`src/mf_sync_pkg.sv`:
```
// shared constants and types of the multiframe sync and channel gating block
// assumes a 32-bit apb master and a line framer on the same pclk
package mf_sync_pkg;
  // register byte addresses
  localparam logic [7:0] ADDR_CTRL = 8'h00;
  localparam logic [7:0] ADDR_SQ_TX = 8'h04;
  localparam logic [7:0] ADDR_STATUS = 8'h08;
  // transceiver_command_reg field positions
  localparam int MODE_LSB = 0;
  localparam int SEL_BIT = 2;
  localparam int SM_DIS_BIT = 3;
  localparam int TRANSMIT_INFO_SELECT_LSB = 4;
  localparam int TDD_BIT = 7;
  localparam int AR_LSB = 8;
  localparam int DMODE_LSB = 10;
  // sq_transmit_reg_one field positions
  localparam int MULTIFRAME_ENABLE_BIT = 4;
  // reset values
  localparam logic [12:0] CTRL_RESET = 13'h0080;
  localparam logic [4:0] SQ_TX_RESET = 5'h00;
  // multiframe figures
  localparam logic [4:0] MF_LAST = 5'h14;
  localparam logic [4:0] MF_FIRST = 5'h01;
  localparam logic [2:0] TRANSMIT_INFO_SELECT_TRANSPARENT = 3'h3;
  localparam logic [3:0] PRIO_EIGHT = 4'h8;
  localparam logic [3:0] PRIO_TEN = 4'ha;
  localparam logic [1:0] LOCK_COUNT = 2'h2;
  typedef enum logic [1:0] {MODE_TE, MODE_NT, MODE_LT_S, MODE_LT_T} op_mode_t;
  typedef enum logic [1:0] {AR_NONE, AR_PRIO8, AR_PRIO10, AR_LOOP} act_req_t;
  // one received s-frame as delivered by the framer
  typedef struct packed {
    logic fa;
    logic n;
    logic m;
    logic [7:0] b1;
    logic [7:0] b2;
    logic d;
    logic e;
  } line_frame_t;
  // channel bits toward the host frame bus
  typedef struct packed {
    logic [7:0] b1;
    logic [7:0] b2;
    logic d;
    logic e;
  } host_chan_t;
endpackage : mf_sync_pkg

```
`src/s_bus_multiframe_sync.sv`:
```
// multiframe alignment, sync pin handling and line-to-host channel gating
// assumes one pclk, frame strobes from the framer on pclk, pins asynchronous
//
// Register access over APB and the placing of the registers were left to the implementer.
`timescale 1ns/100ps

// Overview of operation
// - select bit turns pin into sync pin
// - pin direction follows operating mode
// - nt/lt-s sync input needs multiframe enable
// - sample sync input at each f bit
// - sync one forces frame 20, zero bits
// - sync zero counts frames from one
// - single zero frame reaches frame one
// - te/lt-t drive pin with received m
// - te passes b1 b2 d e transparently
// - nt/lt-s passes b1 b2 d transparently
// - otherwise host channels read all ones
// - transmit needs activation request or enable
// - fixed d delay only without stop/go
// - lt-t frame alignment is flexible
// - nt host handler may block d
// - level detector reports during loops
// - te lock after two good multiframes
// - nt generates multiframes only when enabled
module s_bus_multiframe_sync
  import mf_sync_pkg::*;
(
  input wire logic pclk,
  input wire logic presetn,
  input wire logic psel,
  input wire logic penable,
  input wire logic pwrite,
  input wire logic [7:0] paddr,
  input wire logic [31:0] pwdata,
  output logic [31:0] prdata,
  output logic pready,
  output logic pslverr,
  input wire logic f_bit_start,
  input wire logic rx_frame_valid,
  input wire line_frame_t rx_frame,
  input wire logic activated_state,
  input wire logic d_block,
  input wire logic level_detect_pin,
  input wire logic auxiliary_pin_four_in,
  output logic auxiliary_pin_four_out,
  output logic auxiliary_pin_four_oe,
  input wire logic [7:0] gpio_out,
  input wire logic gpio_oe,
  output host_chan_t host_chan,
  output logic host_valid,
  output logic tx_fa,
  output logic tx_m,
  output logic tx_s,
  output logic tx_transparent,
  output logic tx_d_allowed,
  output logic fixed_alignment
);
  logic [12:0] ctrl;
  logic [4:0] sq_tx;
  op_mode_t mode;
  act_req_t act_req;
  logic sel, sm_dis, tdd, multiframe_enable, in_mode, transparent;
  logic [2:0] transmit_info_select, dmode;
  logic [4:0] mf_count, rx_count;
  logic [1:0] good_cnt, bad_cnt;
  logic locked, rx_err, prev_bad;
  logic [1:0] pin_sync, lvl_sync;
  logic [3:0] echo_run;
  logic apb_wr, apb_rd_hit;

  assign mode = op_mode_t'(ctrl[MODE_LSB +: 2]);
  assign sel = ctrl[SEL_BIT];
  assign sm_dis = ctrl[SM_DIS_BIT];
  assign transmit_info_select = ctrl[TRANSMIT_INFO_SELECT_LSB +: 3];
  assign tdd = ctrl[TDD_BIT];
  assign act_req = act_req_t'(ctrl[AR_LSB +: 2]);
  assign dmode = ctrl[DMODE_LSB +: 3];
  assign multiframe_enable = sq_tx[MULTIFRAME_ENABLE_BIT];
  assign in_mode = (mode == MODE_NT) || (mode == MODE_LT_S);
  assign transparent = activated_state || (sm_dis && transmit_info_select == TRANSMIT_INFO_SELECT_TRANSPARENT);
  assign apb_wr = psel && penable && pready && pwrite;
  assign apb_rd_hit = paddr == ADDR_CTRL || paddr == ADDR_SQ_TX || paddr == ADDR_STATUS;

  // apb answer one wait state after the access phase opens
  always_ff @(posedge pclk or negedge presetn)
  begin
    if (!presetn)
    begin
      pready <= 1'b0;
      pslverr <= 1'b0;
      prdata <= 32'h0000_0000;
    end
    else
    begin
      pready <= psel && penable && !pready;
      pslverr <= psel && penable && !pready && !apb_rd_hit;
      if (psel && penable && !pready && !pwrite)
      begin
        case (paddr)
          ADDR_CTRL: prdata <= {19'h0, ctrl};
          ADDR_SQ_TX: prdata <= {27'h0, sq_tx};
          ADDR_STATUS: prdata <= {23'h0, lvl_sync[1], locked, tx_transparent, mf_count, transparent};
          default: prdata <= 32'h0000_0000;
        endcase
      end
    end
  end

  // register writes land on the completing edge only
  always_ff @(posedge pclk or negedge presetn)
  begin
    if (!presetn)
    begin
      ctrl <= CTRL_RESET;
      sq_tx <= SQ_TX_RESET;
    end
    else if (apb_wr && paddr == ADDR_CTRL)
      ctrl <= pwdata[12:0];
    else if (apb_wr && paddr == ADDR_SQ_TX)
      sq_tx <= pwdata[4:0];
  end

  // two-flop synchronisers for the pin and the level detector
  always_ff @(posedge pclk or negedge presetn)
  begin
    if (!presetn)
    begin
      pin_sync <= 2'h0;
      lvl_sync <= 2'h0;
    end
    else
    begin
      pin_sync <= {pin_sync[0], auxiliary_pin_four_in};
      lvl_sync <= {lvl_sync[0], level_detect_pin};
    end
  end

  // multiframe counter, one step per f bit; sync pin high in nt/lt-s with select set pins it at frame 20
  always_ff @(posedge pclk or negedge presetn)
  begin
    if (!presetn)
      mf_count <= MF_LAST;
    else if (f_bit_start)
    begin
      if (in_mode && !multiframe_enable)
        mf_count <= MF_LAST;
      else if (in_mode && sel && pin_sync[1])
        mf_count <= MF_LAST;
      else if (mf_count == MF_LAST)
        mf_count <= MF_FIRST;
      else
        mf_count <= mf_count + 5'h01;
    end
  end

  // framing bits follow the counter; frame 20 sends all zeros
  always_ff @(posedge pclk or negedge presetn)
  begin
    if (!presetn)
    begin
      tx_fa <= 1'b0;
      tx_m <= 1'b0;
      tx_s <= 1'b0;
    end
    else if (f_bit_start)
    begin
      if ((in_mode && !multiframe_enable) || (in_mode && sel && pin_sync[1]) || mf_count != MF_LAST && mf_count != 5'h05
          && mf_count != 5'h0a && mf_count != 5'h0f)
      begin
        tx_fa <= 1'b0;
        tx_m <= 1'b0;
        tx_s <= 1'b0;
      end
      else
      begin
        tx_fa <= 1'b1;
        tx_m <= mf_count == MF_LAST;
        tx_s <= sq_tx[mf_count / 5'h05 == 5'h04 ? 0 : (mf_count / 5'h05)];
      end
    end
  end

  // sync pin: output mirrors received m in te/lt-t, released as input in nt/lt-s
  always_ff @(posedge pclk or negedge presetn)
  begin
    if (!presetn)
    begin
      auxiliary_pin_four_out <= 1'b0;
      auxiliary_pin_four_oe <= 1'b0;
    end
    else if (!sel)
    begin
      auxiliary_pin_four_out <= gpio_out[3]; // general i/o when not selected
      auxiliary_pin_four_oe <= gpio_oe;
    end
    else
    begin
      auxiliary_pin_four_oe <= !in_mode;
      // updated once per frame so a falling-edge sample sees a steady level
      if (!in_mode && rx_frame_valid)
        auxiliary_pin_four_out <= rx_frame.m;
    end
  end

  // te receive multiframe check against the expected fa/n and m pattern
  assign rx_err = (rx_frame.n == rx_frame.fa)
                  || (rx_frame.m != (rx_count == MF_FIRST))
                  || (rx_frame.fa != (rx_count == 5'h01 || rx_count == 5'h06 || rx_count == 5'h0b
                                      || rx_count == 5'h10));

  always_ff @(posedge pclk or negedge presetn)
  begin
    if (!presetn)
    begin
      rx_count <= MF_FIRST;
      good_cnt <= 2'h0;
      bad_cnt <= 2'h0;
      prev_bad <= 1'b0;
      locked <= 1'b0;
    end
    else if (mode != MODE_TE || !multiframe_enable)
    begin
      good_cnt <= 2'h0;
      bad_cnt <= 2'h0;
      prev_bad <= 1'b0;
      locked <= 1'b0;
    end
    else if (rx_frame_valid)
    begin
      rx_count <= rx_frame.m ? 5'h02 : (rx_count == MF_LAST ? MF_FIRST : rx_count + 5'h01);
      if (rx_count == MF_LAST)
      begin
        // a multiframe ends: judge it, two in a row decide
        if (prev_bad || rx_err)
        begin
          good_cnt <= 2'h0;
          bad_cnt <= bad_cnt == LOCK_COUNT ? bad_cnt : bad_cnt + 2'h1;
          if (bad_cnt + 2'h1 >= LOCK_COUNT)
            locked <= 1'b0;
        end
        else
        begin
          bad_cnt <= 2'h0;
          good_cnt <= good_cnt == LOCK_COUNT ? good_cnt : good_cnt + 2'h1;
          if (good_cnt + 2'h1 >= LOCK_COUNT)
            locked <= 1'b1;
        end
        prev_bad <= 1'b0;
      end
      else if (rx_err)
        prev_bad <= 1'b1;
    end
  end

  // channel gating toward the host bus; closed gate shows all ones
  always_ff @(posedge pclk or negedge presetn)
  begin
    if (!presetn)
    begin
      host_chan <= '1;
      host_valid <= 1'b0;
    end
    else
    begin
      host_valid <= rx_frame_valid;
      if (rx_frame_valid)
      begin
        if (transparent)
          host_chan <= {rx_frame.b1, rx_frame.b2, rx_frame.d, mode == MODE_TE ? rx_frame.e : 1'b1};
        else
          host_chan <= '1;
      end
    end
  end

  // consecutive echo ones for stop/go d access
  always_ff @(posedge pclk or negedge presetn)
  begin
    if (!presetn)
      echo_run <= 4'h0;
    else if (rx_frame_valid)
      echo_run <= !rx_frame.e ? 4'h0 : (echo_run == 4'hf ? echo_run : echo_run + 4'h1);
  end

  // transmit enables; stop/go holds d until the priority count is seen
  always_ff @(posedge pclk or negedge presetn)
  begin
    if (!presetn)
    begin
      tx_transparent <= 1'b0;
      tx_d_allowed <= 1'b0;
      fixed_alignment <= 1'b1;
    end
    else
    begin
      tx_transparent <= transparent && (sm_dis ? !tdd : act_req != AR_NONE);
      if (in_mode)
        tx_d_allowed <= !d_block;
      else if (dmode[0])
        tx_d_allowed <= echo_run >= (act_req == AR_PRIO10 ? PRIO_TEN : PRIO_EIGHT);
      else
        tx_d_allowed <= 1'b1;
      fixed_alignment <= mode != MODE_LT_T;
    end
  end

  property p_force_twenty;
    @(posedge pclk) disable iff (!presetn)
    f_bit_start && in_mode && multiframe_enable && sel && pin_sync[1] |=> mf_count == MF_LAST && !tx_fa && !tx_m && !tx_s;
  endproperty
  a_force_twenty: assert property (p_force_twenty) else $error("sync high did not force frame 20");

  property p_wrap_one;
    @(posedge pclk) disable iff (!presetn)
    f_bit_start && mf_count == MF_LAST && !(in_mode && (!multiframe_enable || (sel && pin_sync[1]))) |=> mf_count == MF_FIRST;
  endproperty
  a_wrap_one: assert property (p_wrap_one) else $error("counter did not wrap to frame 1");

  property p_frame_one_bits;
    @(posedge pclk) disable iff (!presetn)
    f_bit_start ##1 mf_count == MF_FIRST |-> tx_fa && tx_m;
  endproperty
  a_frame_one_bits: assert property (p_frame_one_bits) else $error("frame 1 lacks fa and m ones");

  property p_hold_between;
    @(posedge pclk) disable iff (!presetn)
    !f_bit_start |=> $stable(mf_count);
  endproperty
  a_hold_between: assert property (p_hold_between) else $error("counter moved without an f bit");

  property p_pin_dir;
    @(posedge pclk) disable iff (!presetn)
    sel ##1 sel && $stable(mode) |-> auxiliary_pin_four_oe == !in_mode;
  endproperty
  a_pin_dir: assert property (p_pin_dir) else $error("sync pin direction wrong for mode");

  property p_m_mirror;
    @(posedge pclk) disable iff (!presetn)
    sel && !in_mode && rx_frame_valid ##1 sel |-> auxiliary_pin_four_out == $past(rx_frame.m);
  endproperty
  a_m_mirror: assert property (p_m_mirror) else $error("sync pin output not received m");

  property p_ones_closed;
    @(posedge pclk) disable iff (!presetn)
    rx_frame_valid && !transparent |=> host_chan == '1;
  endproperty
  a_ones_closed: assert property (p_ones_closed) else $error("closed gate did not give all ones");

  property p_nt_no_echo;
    @(posedge pclk) disable iff (!presetn)
    rx_frame_valid && in_mode |=> host_chan.e;
  endproperty
  a_nt_no_echo: assert property (p_nt_no_echo) else $error("echo passed outside te mode");

  property p_tx_gate;
    @(posedge pclk) disable iff (!presetn)
    !activated_state && !sm_dis |=> !tx_transparent;
  endproperty
  a_tx_gate: assert property (p_tx_gate) else $error("transmit opened while not activated");

  property p_no_mf_disabled;
    @(posedge pclk) disable iff (!presetn)
    f_bit_start && in_mode && !multiframe_enable |=> mf_count == MF_LAST ##0 !tx_m;
  endproperty
  a_no_mf_disabled: assert property (p_no_mf_disabled) else $error("multiframe generated while disabled");
endmodule : s_bus_multiframe_sync

```
`config.mk`:
```
export PLATFORM = sky130hd
export DESIGN_NAME = s_bus_multiframe_sync
export DESIGN_NICKNAME = d
export VERILOG_FILES = /design/src/mf_sync_pkg.sv /design/src/s_bus_multiframe_sync.sv
export SDC_FILE = /design/constraint.sdc
export NUM_CORES = 1
export LEC_CHECK = 0
export BUFFER_PORTS_ARGS = -buffer_cell sky130_fd_sc_hd__buf_2
export CAP_MARGIN = 10
export CORE_MARGIN = 2
export CORE_UTILIZATION = 48
export CTS_BUF_LIST = sky130_fd_sc_hd__clkbuf_8
export CTS_CLUSTER_SIZE = 24
export DETAILED_ROUTE_END_ITERATION = 16
export PLACE_DENSITY = 0.83
export SYNTH_ARGS = -nofsm -noshare
export SYNTH_HDL_FRONTEND = slang
export SYNTH_SLANG_ARGS = --single-unit
```
`constraint.sdc`:
```
create_clock -name pclk -period 2.7 [get_ports pclk]
set_clock_uncertainty 0.1 [all_clocks]
set_input_delay 0.54 -clock pclk [delete_from_list [all_inputs] [get_ports pclk]]
set_output_delay 0.54 -clock pclk [all_outputs]
set_load 0.005 [all_outputs]
```
==> metrics.md, run 1 <==
| Metric | Value |
|---|---|
| TritonCTS Sinks | 84 |
| F_max | 0.378 GHz |
| Post-synthesis cell count | 458 |
| IO Count | 142 |
| Final Worst Setup Slack | 0.0526 ns |
| WL/cell | 15.0 um |
| Pwr Total | 3570 uW |
| Filler cells | 783 |
| Crit. End Element | flip-flop |
| Critical setup path kind | reg2reg |
| Pin count of the biggest net entering global routing | 53 |
| Max H-tree Level | 3 |
| First-pass GRT wire length | 16.5 mm |
| Die Span Y | 101 um |
| GR peak layer | met2 |
| Routability Congestion | 0.848 |
| Multi-input logic area | 2140 um2 |
| Switching share of power | 35.7% |
| RSZ-0062 raised after global routing | true |
| GR Util met1 | 25.9% |
| Clock power share | 23.7% |
| Max rail drop VDD | 0.304 mV |
| Slew headroom | 62.1% |
| Startpoint class of the critical path | flip-flop |
| R2R setup slack | 0.05 ns |
| Longest Clk Path Bufs | 2 |
| DIE AREA | 10100 um2 |
| Yosys warning count | 0 |
| Crit share post-route | 98.1% |
| Tot GR Track Use | 20.5% |
| Via count | 3684 |
| Nets@finish | 659 |
| Initial antenna violation count | 1 |
| DRC Markers | 0 |
| Hold Path Class | in2async |
| Clk_lat worst skew | 0.36 ns |
| I/O Buffers | 96 |
| Core area | 9150 um2 |
| CTS buffer count | 9 |
| Core Rows | 35 |
| Synth Area per Inst | 9.78 um2 |
| Root Buffer | clkbuf_8 |
| Combinational fraction of design power | 35.1% |
| Number of distinct library cells after synthesis | 64 |
| Int Power | 2290 uW |
| EDFF count, synth | 0 |
| Post-synth top flop | dfrtp_1 |
| Min cycle time layout | 2.65 ns |
| PD cells | 670 nW/um2 |
| Max-slew violations | 0 |
| Final Util | 58.1% |
| Cell Area, Synth | 4480 um2 |
| ANT nets after route | 0 |
| Register area | 2130 um2 |
| Yosys top cell area share | 34.1% |
| Worst R2R Start | mf_count[2] |
| Crit path DAT | 2.79 ns |
| GRT overflow | 0 |
| Effective utilization at floorplan | 49.0% |
| Placed Cells | 656 |
| Status | completed |
| DRT iter0 DRCs | 127 |
| Top post-synthesis cells by area | dfrtp_1 34%, dfstp_2 13%, ha_1 5.0%, nor2_1 4.4%, a21oi_1 3.6% |
| Sequential fraction of the synthesis area | 47.6% |
| Leak pwr | 0.00255 uW |
| R2r endpoint | tx_s |
| CTS clk-pin slew, worst paths | 0.10 ns |
| Pre-CTS WS | 0.0237 ns |
| WP data required | 2.84 ns |
| CTS tree | built |
| Via density | 5.44 |
| Area growth, synth to finish | 18.8% |
| Synth async-reset ratio | 100% |
| Fin. Hold Viols | 0 |
| Max cap viols | 0 |
| Vias in the first global route | 3515 |
| Dpl hpwl | 7.48 mm |
| Initial DRT Pass Iterations | 4 |
| Post-synth top area cell | dfrtp_1 |
| Sequential Power Share | 41.2% |
| Seq cells post-synth | 84 |
| Count of final setup violators | 0 |
| Least-Margin Pin Slew | 0.568 ns |
| Grt met2 use | 34.4% |
| Met3 Track Usage GR | 4.99% |
| Layout cells sized above 1 | 32.4% |
| Die W | 101 um |
| Switch Pwr | 1270 uW |
| Reg2reg path depth | 10 |
| Fin Setup TNS | 0 ns |
| Final wirelength | 10.1 mm |
| Worst-path fanout max | 6 |
| Final cell count without fillers | 677 |
==> power groups by stage <==
stage	Combinational, uW	Sequential (uW)	Clock [uW]
2_1_floorplan	793	1450	0
6_report	1250	1470	844
4_1_cts	1120	1470	864
3_5_place_dp	1100	1480	0
3_3_place_gp	1060	1480	0
5_1_grt	1390	1480	919
==> worst max-delay path, stage by stage (launching register included) <==
cell and delay [ns]:
dfstp_2 0.58, nand3b_1 0.15, a21boi_4 0.22, ha_4 0.16
nor2_1 0.05, o22ai_2 0.27, nor3b_2 0.09, or3_1 0.39
and3_1 0.19, a211oi_2 0.21, o32ai_2 0.11
==> routing by layer <==
| metal | wire length (um) | share of wire, % |
|---|---|---|
| met4 | 184 | 1.8 |
| met3 | 553 | 5.5 |
| met5 | 0 | 0 |
| met2 | 5060 | 50 |
| met1 | 4340 | 43 |
==> how the worst max path moves through the flow <==
stage,from,endpoint,slack (ns)
final,mf_count[2],tx_s,0.05
after detailed placement,mf_count[2],tx_s,0.02
after floorplan,mf_count[2],tx_s,0.09
after CTS,mf_count[3],tx_s,0.002
after global routing,mf_count[2],tx_s,-0.05
after global placement,mf_count[2],tx_s,0.07
==> Yosys cell counts, types with 4 or more instances <==
library cell	instances
mux2i_1	12
o21ai_0	22
o21ai_1	8
clkbuf_1	13
dfstp_2	23
ha_1	18
dfrtp_1	61
a211oi_1	4
nor3_1	6
mux2_2	6
buf_4	19
a22o_1	10
mux2_1	10
buf_2	5
or3_1	5
nand2b_1	8
nand4_1	5
nand3_1	11
nor2_1	53
nor3b_1	4
and3_1	4
o22ai_1	6
nand2_1	41
inv_1	18
a21oi_1	32
==> sequential cells by signal, summed over array words and instances (netlist names), 2 cells and up <==
register and count:
ctrl 13, lvl_sync 2, pin_sync 2, sq_tx 5, mf_count 5, prdata 13, bad_cnt 2, host_chan 18
echo_run 4, good_cnt 2, rx_count 5
==> what timing repair did <==
item,CTS,global route
pin swaps,1,4
setup buffers,0,4
hold buffers,0,0
resized for setup,3,10
setup endpoints to repair,1,2
==> placed cells by master (no fill, tap or decap), types with 3 or more instances in the layout <==
master / Yosys / routed
nand2_1: 41 / 41
clkbuf_8: 1 / 9
mux2_2: 6 / 6
a21o_1: 3 / 3
nand3b_1: 3 / 3
nand4_1: 5 / 5
conb_1: 1 / 19
a22o_1: 10 / 10
nor2_1: 53 / 52
buf_2: 5 / 95
o21a_1: 3 / 3
a21oi_1: 32 / 32
and3_1: 4 / 4
mux2i_1: 12 / 12
nor3_1: 6 / 6
ha_1: 18 / 17
or3_1: 5 / 5
dfstp_2: 23 / 23
inv_1: 18 / 18
nand2b_1: 8 / 7
o21ai_1: 8 / 8
mux2_1: 10 / 10
dfrtp_1: 61 / 60
nand3_1: 11 / 10
o21ai_0: 22 / 22
a211oi_1: 4 / 4
buf_4: 19 / 19
o22ai_1: 6 / 6
nor3b_1: 4 / 3
==> layout make-up <==
cell class / instances / share of cell area (%)
inverter: 21 / 1.62
sequential: 84 / 40.1
timing repair buffer: 115 / 12.0
tap: 111 / 2.61
clock inverter: 7 / 1.08
clock buffer: 9 / 2.33
antenna: 1 / 0.0470
multi-input combinational: 329 / 40.3
==> cell families after synthesis <==
family / Yosys count / synth area share, %
AND/OR/NAND/NOR: 151 / 16.3
AO/OA/AOI/OAI: 112 / 16.4
flip-flops: 84 / 47.6
buffers and inverters: 63 / 7.74
multiplexers: 28 / 6.70
adder cells (fa/ha/maj): 18 / 5.03
other: 1 / 0.0837
XOR/XNOR: 1 / 0.196
==> per-stage QoR <==
step,area [um2],hold slack [ns]
2_1_floorplan,4550,0.144
3_3_place_gp,5040,0.237
3_5_place_dp,5040,0.235
4_1_cts,5230,0.0123
5_1_grt,5320,0.0235
6_report,5320,0.0115
Power figures use the tool's default switching activity.
==> inputs of run 2 (changes only) <==
- MAX_ROUTING_LAYER: not set -> met4
==> run 2 against run 1 <==
  * Non-clock buffer count rose by 3
  * Critical path depth did not move
  * Flip-flop and latch count did not move
  * Die area did not move
  * Final area rose by 1.4%
  * First-iteration DRC count fell by 14%
  * Global-route usage rose by 0.29 points
  * Setup slack improved by 0.031 ns
  * Critical path type unchanged
  * Routed wire length fell by 0.53%
  * Sequential share of layout area fell by 0.55 points
  * Power rose by 5.0%
==> metrics.md, run 2 (synthesized netlist as in run 1, its figures left out) <==
| Metric | Value |
|---|---|
| CP max stage delay | 0.58 ns (about the same) |
| Crit share post-route | 96.9% (was 98.1%) |
| Max rail drop VDD | 0.324 mV (was 0.304 mV) |
| DIE AREA | 10100 um2 (unchanged) |
| Critical setup path kind | reg2reg (unchanged) |
| Min cycle time layout | 2.62 ns (was 2.65 ns) |
| Nets@finish | 662 (was 659) |
| CTS buffer count | 9 (unchanged) |
| Max-slew violations | 0 (unchanged) |
| Cell with the largest stage delay on the worst path | dfstp_2 (unchanged) |
| Tot GR Track Use | 20.8% (was 20.5%) |
| Clk_lat worst skew | 0.36 ns (about the same) |
| Max cap viols | 0 (unchanged) |
| CTS tree | built (unchanged) |
| Core area | 9150 um2 (unchanged) |
| Placed Cells | 656 (unchanged) |
| Area growth, synth to finish | 20.4% (was 18.8%) |
| Leak pwr | 0.00258 uW (was 0.00255 uW) |
| F_max | 0.382 GHz (was 0.378 GHz) |
| Initial antenna violation count | 0 (was 1) |
| Core Rows | 35 (unchanged) |
| Final non-filler cell area | 5400 um2 (was 5320 um2) |
| Via count | 3646 (was 3684) |
| Longest Clk Path Bufs | 2 (unchanged) |
| Effective utilization at floorplan | 49.0% (unchanged) |
| Vias in the first global route | 3519 (was 3515) |
| Largest register by flop count | host_chan (unchanged) |
| First-pass GRT wire length | 16.5 mm (about the same) |
| Regs by FF count | host_chan x18, ctrl x13, prdata x13 (unchanged) |
| Crit-path cells | nand3b_1 -> a21boi_2 -> ha_4 -> nor3_4 -> o22ai_4 -> and3_4 -> or3_1 -> and3_1 -> a211oi_2 -> o32ai_2 (was nand3b_1 -> a21boi_4 -> ha_4 -> nor2_1 -> o22ai_2 -> nor3b_2 -> or3_1 -> and3_1 -> a211oi_2 -> o32ai_2) |
| PD cells | 694 nW/um2 (was 670 nW/um2) |
| TritonCTS Sinks | 84 (unchanged) |
| Root Buffer | clkbuf_8 (unchanged) |
| WP data required | 2.83 ns (was 2.84 ns) |
| CTS Hold Bufs | 0 (unchanged) |
| Crit. End Element | flip-flop (unchanged) |
| Die W | 101 um (unchanged) |
| Die Span Y | 101 um (unchanged) |
| ANT nets after route | 0 (unchanged) |
| Final wirelength | 10.1 mm (about the same) |
| Crit path DAT | 2.75 ns (was 2.79 ns) |
| Dpl hpwl | 7.36 mm (was 7.48 mm) |
| Status | completed (unchanged) |
| Slew headroom | 62.9% (was 62.1%) |
| Most frequent cells in the layout | 95 x buf_2, 60 x dfrtp_1, 51 x nor2_1, 41 x nand2_1, 32 x a21oi_1 (was 95 x buf_2, 60 x dfrtp_1, 52 x nor2_1, 41 x nand2_1, 32 x a21oi_1) |
| Hold Path Class | in2async (unchanged) |
| GRT overflow | 0 (unchanged) |
| Count of final setup violators | 0 (unchanged) |
| WL/cell | 14.9 um (was 15.0 um) |
| Routability Congestion | 0.878 (was 0.848) |
| I/O Buffers | 96 (unchanged) |
| Worst-path fanout max | 5 (was 6) |
| Fin. Hold Viols | 0 (unchanged) |
| Layout cells sized above 1 | 33.5% (was 32.4%) |
| DRC Markers | 0 (unchanged) |
| DRT iter0 DRCs | 109 (was 127) |
| Max FFs per register | 18 (unchanged) |
| Placed Area | 5040 um2 (unchanged) |
| Commonest non-fill, non-tap cell in the layout | buf_2 (unchanged) |
| Antenna cells | 0 (was 1) |
| CTS clk-pin slew, worst paths | 0.11 ns (was 0.10 ns) |
| Max H-tree Level | 3 (unchanged) |
| Filler cells | 775 (was 783) |
| Startpoint class of the critical path | flip-flop (unchanged) |
| Pin count of the biggest net entering global routing | 46 (was 53) |
| Initial DRT Pass Iterations | 4 (unchanged) |
| IO Count | 142 (unchanged) |
| Least-Margin Pin Slew | 0.553 ns (was 0.568 ns) |
| Via density | 5.37 (was 5.44) |
| Final cell count without fillers | 679 (was 677) |
==> run 2: power by group <==
group	switching, uW	internal, uW	total [uW]
combinational	720	663	1380
clock	525	368	893
sequential	102	1370	1470
total	1350	2400	3740
==> run 2: cell type report <==
type	instances	area, um2	share of cell area (%)
multi-input combinational	329	2170	40.3
sequential	84	2130	39.5
timing repair buffer	118	664	12.3
tap	111	139	2.57
clock buffer	9	124	2.30
inverter	21	86.3	1.60
clock inverter	7	76.3	1.41
==> run 2: through the flow <==
step | setup slack (ns) | hold slack (ns) | util, % | TNS [ns] | total power (uW)
global route | -0.0222 | 0.0561 | 58.9 | -0.0409 | 3980
CTS | 0.00341 | 0.0434 | 57.7 | 0 | 3570
detailed placement | -0.0188 | 0.236 | 55.1 | -0.0188 | 2590
finish | 0.0839 | 0.0465 | 58.9 | 0 | 3740
global placement | 0.0227 | 0.234 | 55.1 | 0 | 2550
floorplan | 0.0851 | 0.144 | - | 0 | 2240
==> run 2: path summary, 6_finish.rpt <==
kind                                        from          end  slack [ns]  cells after the start
worst max-delay path                 mf_count[4]         tx_s        0.08                     10
worst min-delay path                     presetn     ctrl[11]        0.05                      1
worst max register to register       mf_count[4]         tx_s        0.08                     10
worst min register to register       lvl_sync[0]  lvl_sync[1]        0.25                      0
max in group asynchronous                presetn  rx_count[0]        1.76                      2
min in group pclk               level_detect_pin  lvl_sync[0]        0.19                      1
==> run 2: metal layers <==
layer  global-route usage, %  routed length, um  up-vias
li1                        -                  -     1789
met1                    26.8               4520     1756
met2                    34.4               5110       96
met3                    3.95                406        5
met4                    4.74                 59        0
met5                       -                  0        -
==> run 2: worst max-delay path, delay by kind of cell (launching register included) <==
kind	cells	cell delay, ns
flip-flops	1	0.58
AO/OA/AOI/OAI	4	0.60
adder cells (fa/ha/maj)	1	0.18
AND/OR/NAND/NOR	5	1.04
==> run 2: what timing repair did <==
action                     in CTS  in global routing
cloned                          0                  0
buffers inserted                2                  5
setup endpoints to repair       1                  2
pin swaps                       1                 11
resized for setup               5                 16
==> inputs of run 3 (changes only) <==
- PLACE_DENSITY: 0.83 -> 0.79
==> run 3 against run 2 <==
  * Final cell count decreased by 0.44%
  * Power decreased by 5.2%
  * Flip-flop and latch count unchanged
  * Final area decreased by 1.7%
  * Setup slack got worse by 0.043 ns
  * Sequential power about the same
  * First-iteration DRC count increased by 19%
  * Clock-buffer cell count unchanged
  * Combinational power decreased by 10%
  * Via count decreased by 0.41%
  * Clock power decreased by 4.7%
  * Largest cell class is now flip-flops and latches
  * Largest power group unchanged
  * Highest routed layer unchanged
==> metrics.md, run 3 (synthesized netlist as in run 1, its figures left out) <==
| Metric | Value |
|---|---|
| Status | completed (unchanged) |
| Area growth, synth to finish | 18.4% (was 20.4%) |
| Dpl hpwl | 7.26 mm (was 7.36 mm) |
| Routability Congestion | 0.857 (was 0.878) |
| Core Rows | 35 (unchanged) |
| CP max stage delay | 0.56 ns (was 0.58 ns) |
| Effective utilization at floorplan | 49.0% (unchanged) |
| Max FFs per register | 18 (unchanged) |
| CTS tree | built (unchanged) |
| Core area | 9150 um2 (unchanged) |
| Crit path DAT | 2.80 ns (was 2.75 ns) |
| Layout cells sized above 1 | 32.2% (was 33.5%) |
| Crit-path cells | nand3b_1 -> a21boi_2 -> ha_2 -> nor3_2 -> o22ai_2 -> and3_1 -> or3_1 -> and3_4 -> a211oi_2 -> o32ai_2 (was nand3b_1 -> a21boi_2 -> ha_4 -> nor3_4 -> o22ai_4 -> and3_4 -> or3_1 -> and3_1 -> a211oi_2 -> o32ai_2) |
| Slew headroom | 62.0% (was 62.9%) |
| Final Util | 58.0% (was 58.9%) |
| Critical setup path kind | reg2reg (unchanged) |
| Min cycle time layout | 2.66 ns (was 2.62 ns) |
| Fin. Hold Viols | 0 (unchanged) |
| Tot GR Track Use | 20.6% (was 20.8%) |
| Vias in the first global route | 3534 (was 3519) |
| Hold Path Class | in2async (unchanged) |
| Cell with the largest stage delay on the worst path | dfstp_2 (unchanged) |
| PD cells | 669 nW/um2 (was 694 nW/um2) |
| GRT overflow | 0 (unchanged) |
| Filler cells | 793 (was 775) |
| Post-Route M1 WL | 4.33 mm (was 4.52 mm) |
| Crit. End Element | flip-flop (unchanged) |
| Clk_lat worst skew | 0.36 ns (about the same) |
| DRT iter0 DRCs | 130 (was 109) |
| First-pass GRT wire length | 16.2 mm (was 16.5 mm) |
| ANT nets after route | 0 (unchanged) |
| Least-Margin Pin Slew | 0.567 ns (was 0.553 ns) |
| Crit share post-route | 98.5% (was 96.9%) |
| Leak pwr | 0.00254 uW (was 0.00258 uW) |
| Initial antenna violation count | 0 (unchanged) |
| IO Count | 142 (unchanged) |
| F_max | 0.376 GHz (was 0.382 GHz) |
| Final Worst Setup Slack | 0.0406 ns (was 0.0839 ns) |
| RSZ-0062 raised after global routing | true |
| Via count | 3631 (was 3646) |
| Initial DRT Pass Iterations | 4 (unchanged) |
| Reg2reg path depth | 10 (unchanged) |
| Startpoint class of the critical path | flip-flop (unchanged) |
| CTS clk-pin slew, worst paths | 0.09 ns (was 0.11 ns) |
| I/O Buffers | 96 (unchanged) |
| Final non-filler cell area | 5310 um2 (was 5400 um2) |
| Count of final setup violators | 0 (unchanged) |
| TritonCTS Sinks | 84 (unchanged) |
| Most frequent cells in the layout | 95 x buf_2, 61 x dfrtp_1, 52 x nor2_1, 41 x nand2_1, 32 x a21oi_1 (was 95 x buf_2, 60 x dfrtp_1, 51 x nor2_1, 41 x nand2_1, 32 x a21oi_1) |
| Max-slew violations | 0 (unchanged) |
| Max H-tree Level | 3 (unchanged) |
| CTS buffer count | 9 (unchanged) |
| Pre-CTS WS | -0.0250 ns (was -0.0188 ns) |
| Worst R2R Start | mf_count[4] (unchanged) |
| R2R setup slack | 0.04 ns (was 0.08 ns) |
| DR WL met2 | 4.91 mm (was 5.11 mm) |
| Pin count of the biggest net entering global routing | 46 (unchanged) |
| Regs by FF count | host_chan x18, ctrl x13, prdata x13 (unchanged) |
| WL met3 | 377 um (was 406 um) |
| Via density | 5.37 (about the same) |
| Antenna cells | 0 (unchanged) |
| Final wirelength | 9.80 mm (was 10.1 mm) |
| Placed Area | 5030 um2 (was 5040 um2) |
| WL/cell | 14.5 um (was 14.9 um) |
| CTS Hold Bufs | 0 (unchanged) |
| Die W | 101 um (unchanged) |
| Worst-path fanout max | 4 (was 5) |
| Nets@finish | 659 (was 662) |
| Longest Clk Path Bufs | 2 (unchanged) |
| Max cap viols | 0 (unchanged) |
| Max rail drop VDD | 0.266 mV (was 0.324 mV) |
| WP data required | 2.84 ns (was 2.83 ns) |
| DIE AREA | 10100 um2 (unchanged) |
| R2r endpoint | tx_s (unchanged) |
| Root Buffer | clkbuf_8 (unchanged) |
| DRC Markers | 0 (unchanged) |
| Die Span Y | 101 um (unchanged) |
| Commonest non-fill, non-tap cell in the layout | buf_2 (unchanged) |
| Top Metal Used | met4 (unchanged) |
| Largest register by flop count | host_chan (unchanged) |
## run 3: cell types whose count changed in the layout (fill, tap and decap cells not counted), sizes merged
cell and change:
clkinv -1, inv -1, buf -3, clkinvlp +2
## run 3: power by group
group          internal, uW  total [uW]  leakage [uW]  switching (uW)
registers              1360        1460       0.00104            96.6
logic                   579        1240       0.00141             657
clock network           350         851     0.0000897             501
total                  2290        3550       0.00254            1250
## run 3: timing repair
item	CTS	global route
setup endpoints to repair	1	2
cloned	0	0
resized for setup	3	8
setup buffers	2	3
pin swaps	2	10
## run 3: critical path: cells and delay by family (launching register included)
| family | cells | cell delay, ns |
|---|---|---|
| simple gates | 5 | 1.10 |
| compound gates | 4 | 0.60 |
| flops | 1 | 0.56 |
| fa+ha+maj | 1 | 0.20 |
## run 3: per-stage QoR
stage	hold slack (ns)	total power (uW)	setup TNS [ns]	cells
2_1_floorplan	0.144	2240	0	476
3_3_place_gp	0.236	2530	0	655
3_5_place_dp	0.236	2570	-0.0250	655
4_1_cts	0.0633	3460	0	673
5_1_grt	0.0897	3760	-0.0686	676
6_report	0.0627	3550	0	676
## run 3: layout make-up
class / count / area, um2 / area share (%)
flip-flops and latches: 84 / 2130 / 40.2
multi-input cells: 329 / 2120 / 40.0
repair buffers: 115 / 642 / 12.1
well taps: 111 / 139 / 2.62
clock buffers: 9 / 124 / 2.33
inverters: 21 / 86.3 / 1.63
clock inverters: 7 / 60.1 / 1.13
## run 3: worst max path at each step
stage               slack [ns]   startpoint  endpoint
floorplan                 0.09  mf_count[2]      tx_s
global placement          0.03  mf_count[2]      tx_s
detailed placement       -0.03  mf_count[2]      tx_s
CTS                       0.01  mf_count[2]      tx_s
global route             -0.07  mf_count[4]      tx_s
finish                    0.04  mf_count[4]      tx_s
## run 3: layer usage
layer  vias up  GRT usage [%]
met5         -              -
met4         0           8.32
met3        17           3.81
met1      1745           25.8
met2        91           33.1
li1       1778              -
